===== src/core/duart_pkg.sv =====
// package: register map, field positions, reset values and constants of the dual uart channel
package duart_pkg;
    localparam logic [2:0] ADDR_DATA = 3'h0;
    localparam logic [2:0] ADDR_IER = 3'h1;
    localparam logic [2:0] ADDR_ISR = 3'h2;
    localparam logic [2:0] ADDR_LCR = 3'h3;
    localparam logic [2:0] ADDR_MCR = 3'h4;
    localparam logic [2:0] ADDR_LSR = 3'h5;
    localparam logic [2:0] ADDR_MSR = 3'h6;
    localparam logic [2:0] ADDR_SPR = 3'h7;
    localparam logic [7:0] LCR_ENH_KEY = 8'hbf;
    localparam int LCR_DIV_BIT = 7;
    localparam int EFR_ENH_BIT = 4;
    localparam int MCR_DTR_BIT = 0;
    localparam int MCR_RTS_BIT = 1;
    localparam int MCR_IRINV_BIT = 2;
    localparam int MCR_OP2_BIT = 3;
    localparam int MCR_LOOP_BIT = 4;
    localparam logic [7:0] ENH_FIELD_MASK = 8'hf0;
    localparam logic [7:0] MCR_ENH_MASK = 8'he0;
    localparam logic [7:0] ISR_ENH_MASK = 8'h30;
    localparam logic [7:0] FCR_ENH_MASK = 8'h30;
    localparam logic [7:0] REG_RESET = 8'h00;
    localparam logic [7:0] ISR_NO_INT = 8'h01;
    localparam logic [7:0] DIV_ZERO = 8'h00;
    // arbitrary identity values, then default fifo depth and transmit shifter bit count
    localparam logic [7:0] REV_CODE_DEFAULT = 8'h01;
    localparam logic [7:0] ID_CODE_DEFAULT = 8'h5a;
    localparam int FIFO_DEPTH_DEFAULT = 4;
    localparam logic [3:0] BIT_COUNT = 4'h9;
endpackage : duart_pkg


===== src/core/duart_fifo.sv =====
// small flip-flop fifo with valid and ready on both sides
`timescale 1ns/100ps
module duart_fifo #(
    parameter int WIDTH = 8,
    parameter int DEPTH = 4
) (
    // clock and reset
    input wire logic core_clk,
    input wire logic resetn,
    input wire logic clk_en,
    // fill side
    input wire logic in_valid,
    output logic in_ready,
    input wire logic [WIDTH-1:0] in_data,
    // drain side
    output logic out_valid,
    input wire logic out_ready,
    output logic [WIDTH-1:0] out_data
);
    localparam int AW = $clog2(DEPTH);
    typedef struct packed {
        logic [DEPTH-1:0][WIDTH-1:0] mem;
        logic [AW-1:0] wp;
        logic [AW-1:0] rp;
        logic [AW:0] cnt;
    } duart_fifo_st_t;
    duart_fifo_st_t s_r, s_nxt;
    logic push, pop;
    function automatic logic [AW-1:0] inc(input logic [AW-1:0] p);
        inc = (p == AW'(DEPTH - 1)) ? '0 : AW'(p + 1'b1);
    endfunction : inc
    always_comb begin
        s_nxt = s_r;
        push = in_valid && (s_r.cnt != (AW+1)'(DEPTH));
        pop = out_ready && (s_r.cnt != '0);
        if (push) begin
            s_nxt.mem[s_r.wp] = in_data;
            s_nxt.wp = inc(s_r.wp);
        end
        if (pop) begin
            s_nxt.rp = inc(s_r.rp);
        end
        if (push && !pop) begin
            s_nxt.cnt = (AW+1)'(s_r.cnt + 1'b1);
        end else if (pop && !push) begin
            s_nxt.cnt = (AW+1)'(s_r.cnt - 1'b1);
        end
    end
    always_ff @(posedge core_clk) begin
        if (!resetn) begin
            s_r <= '0;
        end else if (clk_en) begin
            s_r <= s_nxt;
        end
    end
    assign in_ready = (s_r.cnt != (AW+1)'(DEPTH));
    assign out_valid = (s_r.cnt != '0);
    assign out_data = s_r.mem[s_r.rp];
endmodule : duart_fifo


===== src/core/duart_chan.sv =====
// one uart channel: register decode, banking, loopback, minimal serial engine
//
// Contract
// (RULE1) Modem control bit 4 set puts the channel in internal loopback while everything else keeps working.
// (RULE2) In loopback the transmit shift output feeds the receive shift input directly.
// (RULE3) In loopback the tx, rts and dtr pins hold idle and the four modem inputs are ignored.
// (RULE4) Automatic rts/cts flow control is held inactive during loopback.
// (RULE5) The far end keeps the serial receive pin high throughout a loopback test.
// (RULE6) The channel owns its register set, picked by three address lines and its own active-low select.
// (RULE7) Address 0 with line control bit 7 clear reads received data and writes transmit holding.
// (RULE8) With bit 7 set and line control not the key, addresses 0 and 1 reach the divisor bytes.
// (RULE9) Address 2 reaches the fractional divisor only with bit 7 set, no key, and enhanced bit 4 set.
// (RULE10) With both divisor bytes zero in the divisor bank, reads at 0 and 1 give revision and id codes.
// (RULE11) Address 1 reaches interrupt enable whenever line control bit 7 is clear.
// (RULE12) Address 2 without the key reads interrupt status and writes fifo control, except where RULE9 gives the fractional divisor.
// (RULE13) Address 3 is line control, and outside the enhanced bank 4, 5, 6, 7 are modem ctl, line and modem status, and scratch.
// (RULE14) With the key, address 2 is enhanced function and 4 to 7 are the two resume and two pause characters.
// (RULE15) Extended fields of ier, isr, fcr and mcr work only with enhanced bit 4 set, else read zero.
// (RULE16) Modem control bits are dtr, rts, ir invert, int enable, loopback, xon-any, ir mode, prescaler.
// (RULE17) In loopback the modem control outputs feed the modem status inputs.
`timescale 1ns/100ps
module duart_chan #(
    parameter int FIFO_DEPTH = duart_pkg::FIFO_DEPTH_DEFAULT,
    parameter logic [7:0] REV_CODE = duart_pkg::REV_CODE_DEFAULT,
    parameter logic [7:0] ID_CODE = duart_pkg::ID_CODE_DEFAULT
) (
    // clock and reset
    input wire logic core_clk,
    input wire logic resetn,
    input wire logic clk_en,
    // host bus
    input wire logic chan_select_n,
    input wire logic [2:0] addr,
    input wire logic rd_n,
    input wire logic wr_n,
    input wire logic [7:0] wdata,
    output logic [7:0] rdata,
    output logic rdata_oe,
    // serial and modem pins
    output logic tx_out,
    input wire logic rx_in,
    output logic rts_n,
    output logic dtr_n,
    output logic user_output_one_n,
    output logic user_output_two_n,
    input wire logic cts_n,
    input wire logic dsr_n,
    input wire logic cd_n,
    input wire logic ri_n,
    // status
    output logic loopback_active
);
    typedef struct packed {
        logic [7:0] interrupt_enable, line_control, modem_control, scratch_pad, enhanced_function, fifo_control, dll, baud_divisor_high, baud_divisor_fraction;
        logic [7:0] xon1, xon2, xoff1, xoff2;
        logic [7:0] rx_holding, rdata, msr_prev;
        logic rdv, oe, rd_q, wr_q, dr, ovr;
        logic tx_busy, tx_line, rts_q, dtr_q, op1, op2, loop;
        logic [8:0] tx_sh;
        logic [3:0] tx_cnt, rx_cnt;
        logic rx_busy;
        logic [7:0] rx_sh;
        logic [3:0] delta;
    } duart_chan_st_t;
    duart_chan_st_t s_r, s_nxt;
    logic tf_in_valid, tf_in_ready, tf_out_valid, tf_out_ready;
    logic [7:0] tf_out_data;
    logic rd_edge, wr_edge, enh, key, div_bank, div_zero, loop_now, rx_bit;
    logic [3:0] modem_in;
    logic [7:0] msr_val, lsr_val, isr_val, rd_val;
    // tx data buffer between holding register writes and the shifter
    duart_fifo #(.WIDTH(8), .DEPTH(FIFO_DEPTH)) tx_fifo (
        .core_clk(core_clk),
        .resetn(resetn),
        .clk_en(clk_en),
        .in_valid(tf_in_valid),
        .in_ready(tf_in_ready),
        .in_data(wdata),
        .out_valid(tf_out_valid),
        .out_ready(tf_out_ready),
        .out_data(tf_out_data)
    );
    function automatic logic [7:0] gate_enh(input logic [7:0] v, input logic [7:0] m, input logic en);
        gate_enh = en ? v : (v & ~m);
    endfunction : gate_enh
    always_comb begin
        s_nxt = s_r;
        rd_edge = !chan_select_n && !rd_n && !s_r.rd_q; // [RULE6]
        wr_edge = !chan_select_n && !wr_n && !s_r.wr_q; // [RULE6]
        s_nxt.rd_q = !chan_select_n && !rd_n;
        s_nxt.wr_q = !chan_select_n && !wr_n;
        enh = s_r.enhanced_function[duart_pkg::EFR_ENH_BIT];
        key = (s_r.line_control == duart_pkg::LCR_ENH_KEY);
        div_bank = s_r.line_control[duart_pkg::LCR_DIV_BIT] && !key; // [RULE8]
        div_zero = (s_r.dll == duart_pkg::DIV_ZERO) && (s_r.baud_divisor_high == duart_pkg::DIV_ZERO);
        loop_now = s_r.modem_control[duart_pkg::MCR_LOOP_BIT]; // [RULE1]
        // loopback modem inputs come from modem control, pins ignored
        if (loop_now) begin
            modem_in = {s_r.modem_control[duart_pkg::MCR_OP2_BIT], s_r.modem_control[duart_pkg::MCR_IRINV_BIT],
                        s_r.modem_control[duart_pkg::MCR_DTR_BIT], s_r.modem_control[duart_pkg::MCR_RTS_BIT]}; // [RULE3] [RULE17]
        end else begin
            modem_in = {~cd_n, ~ri_n, ~dsr_n, ~cts_n};
        end
        msr_val = {modem_in, s_r.delta};
        lsr_val = {1'b0, !s_r.tx_busy && !tf_out_valid, tf_in_ready, 1'b0, 2'b00, s_r.ovr, s_r.dr};
        isr_val = gate_enh({s_r.fifo_control[0], s_r.fifo_control[0], 2'b00, duart_pkg::ISR_NO_INT[3:0]},
                           duart_pkg::ISR_ENH_MASK, enh); // [RULE15]
        s_nxt.delta = s_r.delta | (modem_in ^ s_r.msr_prev[3:0]);
        s_nxt.msr_prev = {4'h0, modem_in};
        // read decode
        rd_val = 8'h00;
        if (addr == duart_pkg::ADDR_LCR) begin
            rd_val = s_r.line_control; // [RULE13]
        end else if (addr == duart_pkg::ADDR_DATA && div_bank) begin
            rd_val = div_zero ? REV_CODE : s_r.dll; // [RULE8] [RULE10]
        end else if (addr == duart_pkg::ADDR_DATA && !s_r.line_control[duart_pkg::LCR_DIV_BIT]) begin
            rd_val = s_r.rx_holding; // [RULE7]
        end else if (addr == duart_pkg::ADDR_IER && div_bank) begin
            rd_val = div_zero ? ID_CODE : s_r.baud_divisor_high; // [RULE8] [RULE10]
        end else if (addr == duart_pkg::ADDR_IER && !s_r.line_control[duart_pkg::LCR_DIV_BIT]) begin
            rd_val = gate_enh(s_r.interrupt_enable, duart_pkg::ENH_FIELD_MASK, enh); // [RULE11] [RULE15]
        end else if (addr == duart_pkg::ADDR_ISR && key) begin
            rd_val = s_r.enhanced_function; // [RULE14]
        end else if (addr == duart_pkg::ADDR_ISR && div_bank && enh) begin
            rd_val = s_r.baud_divisor_fraction; // [RULE9]
        end else if (addr == duart_pkg::ADDR_ISR) begin
            rd_val = isr_val; // [RULE12]
        end else if (key && addr == duart_pkg::ADDR_MCR) begin
            rd_val = s_r.xon1; // [RULE14]
        end else if (key && addr == duart_pkg::ADDR_LSR) begin
            rd_val = s_r.xon2; // [RULE14]
        end else if (key && addr == duart_pkg::ADDR_MSR) begin
            rd_val = s_r.xoff1; // [RULE14]
        end else if (key && addr == duart_pkg::ADDR_SPR) begin
            rd_val = s_r.xoff2; // [RULE14]
        end else if (key) begin
            // nothing sits at 0 and 1 in the enhanced bank
            rd_val = 8'h00;
        end else if (addr == duart_pkg::ADDR_MCR) begin
            rd_val = gate_enh(s_r.modem_control, duart_pkg::MCR_ENH_MASK, enh); // [RULE15] [RULE16]
        end else if (addr == duart_pkg::ADDR_LSR) begin
            rd_val = lsr_val; // [RULE13]
        end else if (addr == duart_pkg::ADDR_MSR) begin
            rd_val = msr_val; // [RULE13]
        end else begin
            rd_val = s_r.scratch_pad; // [RULE13]
        end
        if (rd_edge) begin
            s_nxt.rdata = rd_val;
            if (addr == duart_pkg::ADDR_DATA && !s_r.line_control[duart_pkg::LCR_DIV_BIT]) begin
                s_nxt.dr = 1'b0;
            end
            if (addr == duart_pkg::ADDR_LSR && !key) begin
                s_nxt.ovr = 1'b0;
            end
            if (addr == duart_pkg::ADDR_MSR && !key) begin
                s_nxt.delta = modem_in ^ s_r.msr_prev[3:0];
            end
        end
        s_nxt.oe = !chan_select_n && !rd_n;
        // write decode
        tf_in_valid = 1'b0;
        if (wr_edge) begin
            if (addr == duart_pkg::ADDR_LCR) begin
                s_nxt.line_control = wdata; // [RULE13]
            end else if (addr == duart_pkg::ADDR_DATA && div_bank) begin
                s_nxt.dll = wdata; // [RULE8]
            end else if (addr == duart_pkg::ADDR_DATA && !s_r.line_control[duart_pkg::LCR_DIV_BIT]) begin
                tf_in_valid = 1'b1; // [RULE7]
            end else if (addr == duart_pkg::ADDR_IER && div_bank) begin
                s_nxt.baud_divisor_high = wdata; // [RULE8]
            end else if (addr == duart_pkg::ADDR_IER && !s_r.line_control[duart_pkg::LCR_DIV_BIT]) begin
                s_nxt.interrupt_enable = gate_enh(wdata, duart_pkg::ENH_FIELD_MASK, enh); // [RULE11] [RULE15]
            end else if (addr == duart_pkg::ADDR_ISR && key) begin
                s_nxt.enhanced_function = wdata; // [RULE14]
            end else if (addr == duart_pkg::ADDR_ISR && div_bank && enh) begin
                s_nxt.baud_divisor_fraction = wdata; // [RULE9]
            end else if (addr == duart_pkg::ADDR_ISR) begin
                s_nxt.fifo_control = gate_enh(wdata, duart_pkg::FCR_ENH_MASK, enh); // [RULE12] [RULE15]
            end else if (key && addr == duart_pkg::ADDR_MCR) begin
                s_nxt.xon1 = wdata; // [RULE14]
            end else if (key && addr == duart_pkg::ADDR_LSR) begin
                s_nxt.xon2 = wdata; // [RULE14]
            end else if (key && addr == duart_pkg::ADDR_MSR) begin
                s_nxt.xoff1 = wdata; // [RULE14]
            end else if (key && addr == duart_pkg::ADDR_SPR) begin
                s_nxt.xoff2 = wdata; // [RULE14]
            end else if (key) begin
                // writes at 0 and 1 in the enhanced bank must not land anywhere
                s_nxt.xoff2 = s_r.xoff2;
            end else if (addr == duart_pkg::ADDR_MCR) begin
                s_nxt.modem_control = gate_enh(wdata, duart_pkg::MCR_ENH_MASK, enh); // [RULE15] [RULE16]
            end else if (addr == duart_pkg::ADDR_SPR) begin
                s_nxt.scratch_pad = wdata; // [RULE13]
            end
        end
        // transmit shifter, one bit per enabled clock: start, 8 data, stop
        tf_out_ready = !s_r.tx_busy;
        if (!s_r.tx_busy && tf_out_valid) begin
            s_nxt.tx_busy = 1'b1;
            s_nxt.tx_sh = {tf_out_data, 1'b0};
            s_nxt.tx_cnt = duart_pkg::BIT_COUNT;
        end else if (s_r.tx_busy) begin
            s_nxt.tx_line = s_r.tx_sh[0];
            s_nxt.tx_sh = {1'b1, s_r.tx_sh[8:1]};
            s_nxt.tx_cnt = 4'(s_r.tx_cnt - 1'b1);
            if (s_r.tx_cnt == 4'h0) begin
                s_nxt.tx_busy = 1'b0;
                s_nxt.tx_line = 1'b1;
            end
        end
        // receiver input: loopback takes the shifter output, pin ignored
        rx_bit = loop_now ? s_r.tx_line : rx_in; // [RULE2] [RULE5]
        if (!s_r.rx_busy && !rx_bit) begin
            s_nxt.rx_busy = 1'b1;
            s_nxt.rx_cnt = 4'h8;
        end else if (s_r.rx_busy) begin
            s_nxt.rx_cnt = 4'(s_r.rx_cnt - 1'b1);
            if (s_r.rx_cnt != 4'h0) begin
                s_nxt.rx_sh = {rx_bit, s_r.rx_sh[7:1]};
            end else begin
                s_nxt.rx_busy = 1'b0;
                s_nxt.rx_holding = s_r.rx_sh;
                s_nxt.dr = 1'b1; // set wins over read clear
                s_nxt.ovr = s_nxt.ovr | s_r.dr;
            end
        end
        // pins hold idle in loopback
        s_nxt.loop = loop_now;
        s_nxt.rts_q = loop_now ? 1'b1 : !s_r.modem_control[duart_pkg::MCR_RTS_BIT]; // [RULE3] [RULE4]
        s_nxt.dtr_q = loop_now ? 1'b1 : !s_r.modem_control[duart_pkg::MCR_DTR_BIT]; // [RULE3]
        s_nxt.op1 = loop_now ? 1'b1 : !s_r.modem_control[duart_pkg::MCR_IRINV_BIT];
        s_nxt.op2 = loop_now ? 1'b1 : !s_r.modem_control[duart_pkg::MCR_OP2_BIT];
        s_nxt.rdv = loop_now ? 1'b1 : s_nxt.tx_line; // [RULE3]
    end
    always_ff @(posedge core_clk) begin
        if (!resetn) begin
            s_r <= '0;
            s_r.tx_line <= 1'b1;
            s_r.rdv <= 1'b1;
            s_r.rts_q <= 1'b1;
            s_r.dtr_q <= 1'b1;
            s_r.op1 <= 1'b1;
            s_r.op2 <= 1'b1;
        end else if (clk_en) begin
            s_r <= s_nxt;
        end
    end
    assign rdata = s_r.rdata;
    assign rdata_oe = s_r.oe;
    assign tx_out = s_r.rdv;
    assign rts_n = s_r.rts_q;
    assign dtr_n = s_r.dtr_q;
    assign user_output_one_n = s_r.op1;
    assign user_output_two_n = s_r.op2;
    assign loopback_active = s_r.loop;
endmodule : duart_chan


===== config.mk =====
export PLATFORM = sky130hd
export DESIGN_NAME = duart_chan
export DESIGN_NICKNAME = d
export VERILOG_FILES = /design/src/core/duart_pkg.sv /design/src/core/duart_fifo.sv /design/src/core/duart_chan.sv
export SDC_FILE = /design/constraint.sdc
export NUM_CORES = 1
export LEC_CHECK = 0
export CORE_MARGIN = 5
export CORE_UTILIZATION = 47
export CTS_CLUSTER_DIAMETER = 150
export CTS_CLUSTER_SIZE = 24
export DETAILED_ROUTE_END_ITERATION = 10
export DONT_BUFFER_PORTS = 1
export PLACE_DENSITY = 0.63
export SYNTH_ARGS = -nofsm -noshare
export SYNTH_HDL_FRONTEND = slang
export SYNTH_SLANG_ARGS = --single-unit

===== constraint.sdc =====
create_clock -name core_clk -period 3.4 [get_ports core_clk]
set_clock_uncertainty 0.05 [all_clocks]
set_input_delay 0.17 -clock core_clk [delete_from_list [all_inputs] [get_ports core_clk]]
set_output_delay 0.17 -clock core_clk [all_outputs]
set_load 0.05 [all_outputs]

==> flow_results.xml <==
<?xml version="1.0" encoding="UTF-8"?>
<metrics>
  <group name="outcome">
    <metric name="run_status" unit="">finished, final reports clean</metric>
  </group>
  <group name="timing">
    <metric name="worst_slew_margin_rel" unit="">0.292</metric>
    <metric name="final.period_utilization" unit="">0.810</metric>
    <metric name="maxClockFrequency" unit="MHz">363</metric>
    <metric name="hold_slack" unit="ns">0.0200</metric>
    <metric name="post-route-min-period" unit="ns">2.76</metric>
    <metric name="final-setup-viol-count" unit="">0</metric>
    <metric name="timing_hold_violations_final" unit="">0</metric>
    <metric name="rsz0062_at_grt" unit="">no</metric>
    <metric name="finalMaxSlewViolations" unit="">0</metric>
    <metric name="timing_worst_slew_pin_value" unit="ns">1.06</metric>
    <metric name="setup-tns-final" unit="ns">0</metric>
  </group>
  <group name="cts">
    <metric name="numCtsBuffers" unit="">17</metric>
    <metric name="ctsRootBufferMaster" unit="">clkbuf_16</metric>
    <metric name="reg_clk_slew_reported_paths" unit="ns">0.07</metric>
    <metric name="htreeDepth" unit="">4</metric>
    <metric name="clock_path_buffers" unit="">2</metric>
    <metric name="cts-resized-gates" unit="">0</metric>
    <metric name="worst_skew_pair.late_latency" unit="ns">0.44</metric>
    <metric name="cts_tree" unit="">yes</metric>
    <metric name="clock_sinks" unit="">198</metric>
  </group>
  <group name="setup_path">
    <metric name="critPathRequiredTime" unit="ns">3.68</metric>
    <metric name="path_cells" unit="">nor4_4, and3_1, ha_1, inv_1, fa_1, xnor2_1, nand2_1, xnor2_1, and2_1</metric>
    <metric name="crit-reg2reg-capture" unit="">tx_fifo.s_r[2]</metric>
    <metric name="start_kind" unit="">flip-flop</metric>
    <metric name="worstSetupEndpointType" unit="">flip-flop</metric>
    <metric name="timing.critical_path.fanout_max" unit="">10</metric>
    <metric name="timing.reg2reg.worst_path_depth" unit="">9</metric>
    <metric name="worstPathArrival" unit="ns">3.03</metric>
    <metric name="reg2reg_setup_slack" unit="ns">0.64</metric>
    <metric name="timing.critical_path.mode_cell" unit="">xnor2_1</metric>
    <metric name="crit_type" unit="">reg -&gt; reg</metric>
    <metric name="cpPeakStageDelay" unit="ns">0.62</metric>
    <metric name="timing.critical_path.slowest_stage_cell" unit="">nor4_4</metric>
    <metric name="timing.rr.start" unit="">s_r[162]</metric>
  </group>
  <group name="power">
    <metric name="power.internal" unit="mW">3.80</metric>
    <metric name="seq_power_share" unit="">0.484</metric>
    <metric name="ir_worst_vdd" unit="uV">348</metric>
    <metric name="share_comb_of_total_power" unit="">0.141</metric>
    <metric name="p_leak" unit="nW">3.57</metric>
    <metric name="switching_power_share_of_the_total" unit="">0.288</metric>
    <metric name="switchingPower" unit="mW">1.54</metric>
    <metric name="power.clock.fraction" unit="">0.375</metric>
    <metric name="power.density_cell_area" unit="nW/um^2">505</metric>
  </group>
  <group name="drt">
    <metric name="drcViolationCount" unit="">0</metric>
    <metric name="wirelength" unit="mm">27.4</metric>
    <metric name="drt_first_pass_iters" unit="">5</metric>
    <metric name="vias" unit="">7812</metric>
    <metric name="dr.first_iter.drc_count" unit="">995</metric>
    <metric name="wire_per_inst" unit="um">20.6</metric>
    <metric name="antenna_violating_nets_post_route" unit="">0</metric>
    <metric name="post_drt_via_cell_ratio" unit="">5.86</metric>
  </group>
  <group name="synth">
    <metric name="synthesis.yosys.warnings" unit="">0</metric>
    <metric name="yosys_register_bits" unit="">198</metric>
    <metric name="netlist_area" unit="um^2">9770</metric>
    <metric name="postSynthCellCount" unit="">1088</metric>
    <metric name="syn-mean-instance-area" unit="um^2">8.98</metric>
    <metric name="seq_area_frac_synth" unit="">0.406</metric>
    <metric name="asyncSetResetFlopFracSynth" unit="">0</metric>
    <metric name="yosys_most_used_dff" unit="">dfxtp_1</metric>
    <metric name="number_of_enable_type_register_cells_in_the_synthesized_netlist" unit="">0</metric>
    <metric name="yosys.cell_types.count" unit="">75</metric>
    <metric name="synth_fp_nets" unit="">1120</metric>
  </group>
  <group name="global_route">
    <metric name="grt_pass1_vias" unit="">7250</metric>
    <metric name="grt_first_pass_wirelength" unit="mm">43.6</metric>
    <metric name="number_of_antenna_violations_at_the_first_check_in_global_routing" unit="">3</metric>
    <metric name="globalRoute.totalOverflow" unit="">0</metric>
    <metric name="grt.total_usage" unit="">0.231</metric>
    <metric name="pin_count_of_the_biggest_net_entering_global_routing" unit="">201</metric>
  </group>
  <group name="floorplan">
    <metric name="die_height" unit="um">154</metric>
    <metric name="io_pins" unit="">37</metric>
    <metric name="floorplan.core_area" unit="um^2">20400</metric>
    <metric name="placementRows" unit="">52</metric>
    <metric name="fp.dieArea" unit="um^2">23800</metric>
    <metric name="start_util" unit="">0.480</metric>
    <metric name="dieWidth" unit="um">154</metric>
  </group>
  <group name="flow_run">
    <metric name="max-cap-violations" unit="">0</metric>
  </group>
  <group name="min_path">
    <metric name="hold_class" unit="">in -&gt; reg</metric>
    <metric name="hold-path-endpoint" unit="">s_r[13]</metric>
    <metric name="worstHoldPathCells" unit="">4</metric>
    <metric name="holdCritStartpoint" unit="">clk_en</metric>
  </group>
  <group name="place">
    <metric name="count_of_input_and_output_buffers" unit="">0</metric>
    <metric name="gp_congestion" unit="">0.951</metric>
    <metric name="hpwlAfterDp" unit="mm">17.4</metric>
  </group>
  <group name="cells_and_area">
    <metric name="n_fill_cell" unit="">1961</metric>
    <metric name="final_nets" unit="">1080</metric>
    <metric name="area_growth_syn_to_layout" unit="%">8.15</metric>
    <metric name="post_route_cells_drive_above_1_share" unit="">0.0707</metric>
  </group>
</metrics>
[sequential cells by signal, indices dropped and copies added (netlist names)]
signal,count
user_output_two_n,1
tx_fifo.s_r,39
lsr_val,2
rts_n,1
rdata,8
tx_out,1
dtr_n,1
msr_val,4
loop_now,1
s_r,136
enh,1
loopback_active,1
isr_val,1
user_output_one_n,1
[per-stage QoR]
stage	std cells	power (mW)	utilization	setup slack [ns]	cell area [um^2]
2_1_floorplan	1088	3.21	-	0.928	9770
3_3_place_gp	1283	3.29	0.481	0.733	9800
3_5_place_dp	1283	3.30	0.481	0.689	9800
4_1_cts	1331	5.38	0.519	0.677	10600
5_1_grt	1332	5.58	0.519	0.476	10600
6_report	1332	5.34	0.519	0.645	10600
[metal layers]
metal  track usage  vias to the layer above  wire, um
li1              -                     3741         -
met1         0.349                     3790     13100
met2         0.335                      243     12000
met3        0.0467                       34      1820
met4        0.0614                        4       435
met5             0                        -        29
[Yosys cell counts, types with 5 or more instances]
cell type    n  area share
dfxtp_1    198        0.41
nand2_1    159       0.061
nor2b_1    103       0.066
mux2i_1     94       0.096
a21boi_0    78       0.060
clkbuf_1    57       0.022
nand3_1     36       0.018
o21ai_0     34       0.017
nor2_1      28       0.011
a21oi_1     27       0.014
nor3_1      18      0.0092
inv_1       16      0.0061
nand2b_1    15      0.0096
buf_2       14      0.0072
and2_1      12      0.0077
ha_1         9       0.012
mux4_2       9       0.021
nor4_1       9      0.0058
a211oi_1     8      0.0061
a22oi_1      8      0.0061
and3_1       8      0.0051
buf_4        8      0.0061
nand4_1      8      0.0051
a221oi_1     7      0.0063
o221ai_1     7      0.0063
o211ai_1     6      0.0046
nand3b_1     5      0.0038
nor3_4       5      0.0083
nor3b_1      5      0.0038
o22ai_1      5      0.0032
xor2_1       5      0.0045
[cell type report]
type,count,area (um^2),area share
Sequential cell,198,3960,0.375
Timing Repair Buffer,27,270,0.0256
Antenna cell,1,2.50,0.000237
Tap cell,270,338,0.0320
Inverter,18,67.6,0.00640
Multi-Input combinational cell,786,5350,0.507
Clock buffer,18,429,0.0406
Clock inverter,14,143,0.0135
[layout by cell type, fill, tap and decap left out, types with 16 or more instances in the layout]
master,netlist,final
dfxtp_1,198,198
o21ai_0,34,34
clkbuf_16,0,17
a21boi_0,78,78
inv_1,16,16
nand2_1,159,159
nor3_1,18,18
nand3_1,36,36
nor2b_1,103,103
a21oi_1,27,27
mux2i_1,94,94
nor2_1,28,28
[power groups by stage]
| stage | logic (mW) | clock network [mW] | registers (mW) |
|---|---|---|---|
| global placement | 0.652 | 0 | 2.64 |
| global route | 0.846 | 2.13 | 2.60 |
| detailed placement | 0.659 | 0 | 2.64 |
| CTS | 0.754 | 2.04 | 2.58 |
| finish | 0.751 | 2.00 | 2.58 |
| floorplan | 0.658 | 0 | 2.56 |
[worst max-delay path: cells and delay by family, from the launching register on]
| kind | cells | cell delay [ns] |
|---|---|---|
| flip-flops | 1 | 0.34 |
| XOR/XNOR | 2 | 0.29 |
| AND/OR/NAND/NOR | 4 | 1.25 |
| adder cells (fa/ha/maj) | 2 | 0.66 |
| buffers and inverters | 1 | 0.07 |
[worst max path at each step]
stage          startpoint              to  slack (ns)  cells after the start
3_3_place_gp     s_r[162]  tx_fifo.s_r[2]        0.73                      9
2_1_floorplan    s_r[162]  tx_fifo.s_r[2]        0.93                     10
6_report         s_r[162]  tx_fifo.s_r[2]        0.64                      9
5_1_grt          s_r[162]  tx_fifo.s_r[2]        0.48                      9
3_5_place_dp     s_r[162]  tx_fifo.s_r[2]        0.69                      9
4_1_cts          s_r[162]  tx_fifo.s_r[2]        0.68                      9
[repair_timing]
item,in CTS,in global routing
buffers inserted,0,0
hold buffers,16,0
endpoints found under the hold margin,198,0
[logic make-up after synthesis]
kind of cell / synth area share
and+or+nand+nor: 0.239
AOI/OAI and AO/OA: 0.167
DFF: 0.406
muxes: 0.119
buffers and inverters: 0.0471
adders and majority gates: 0.0136
xor gates and xnor gates: 0.00807
(Power assumes the default switching activity.)
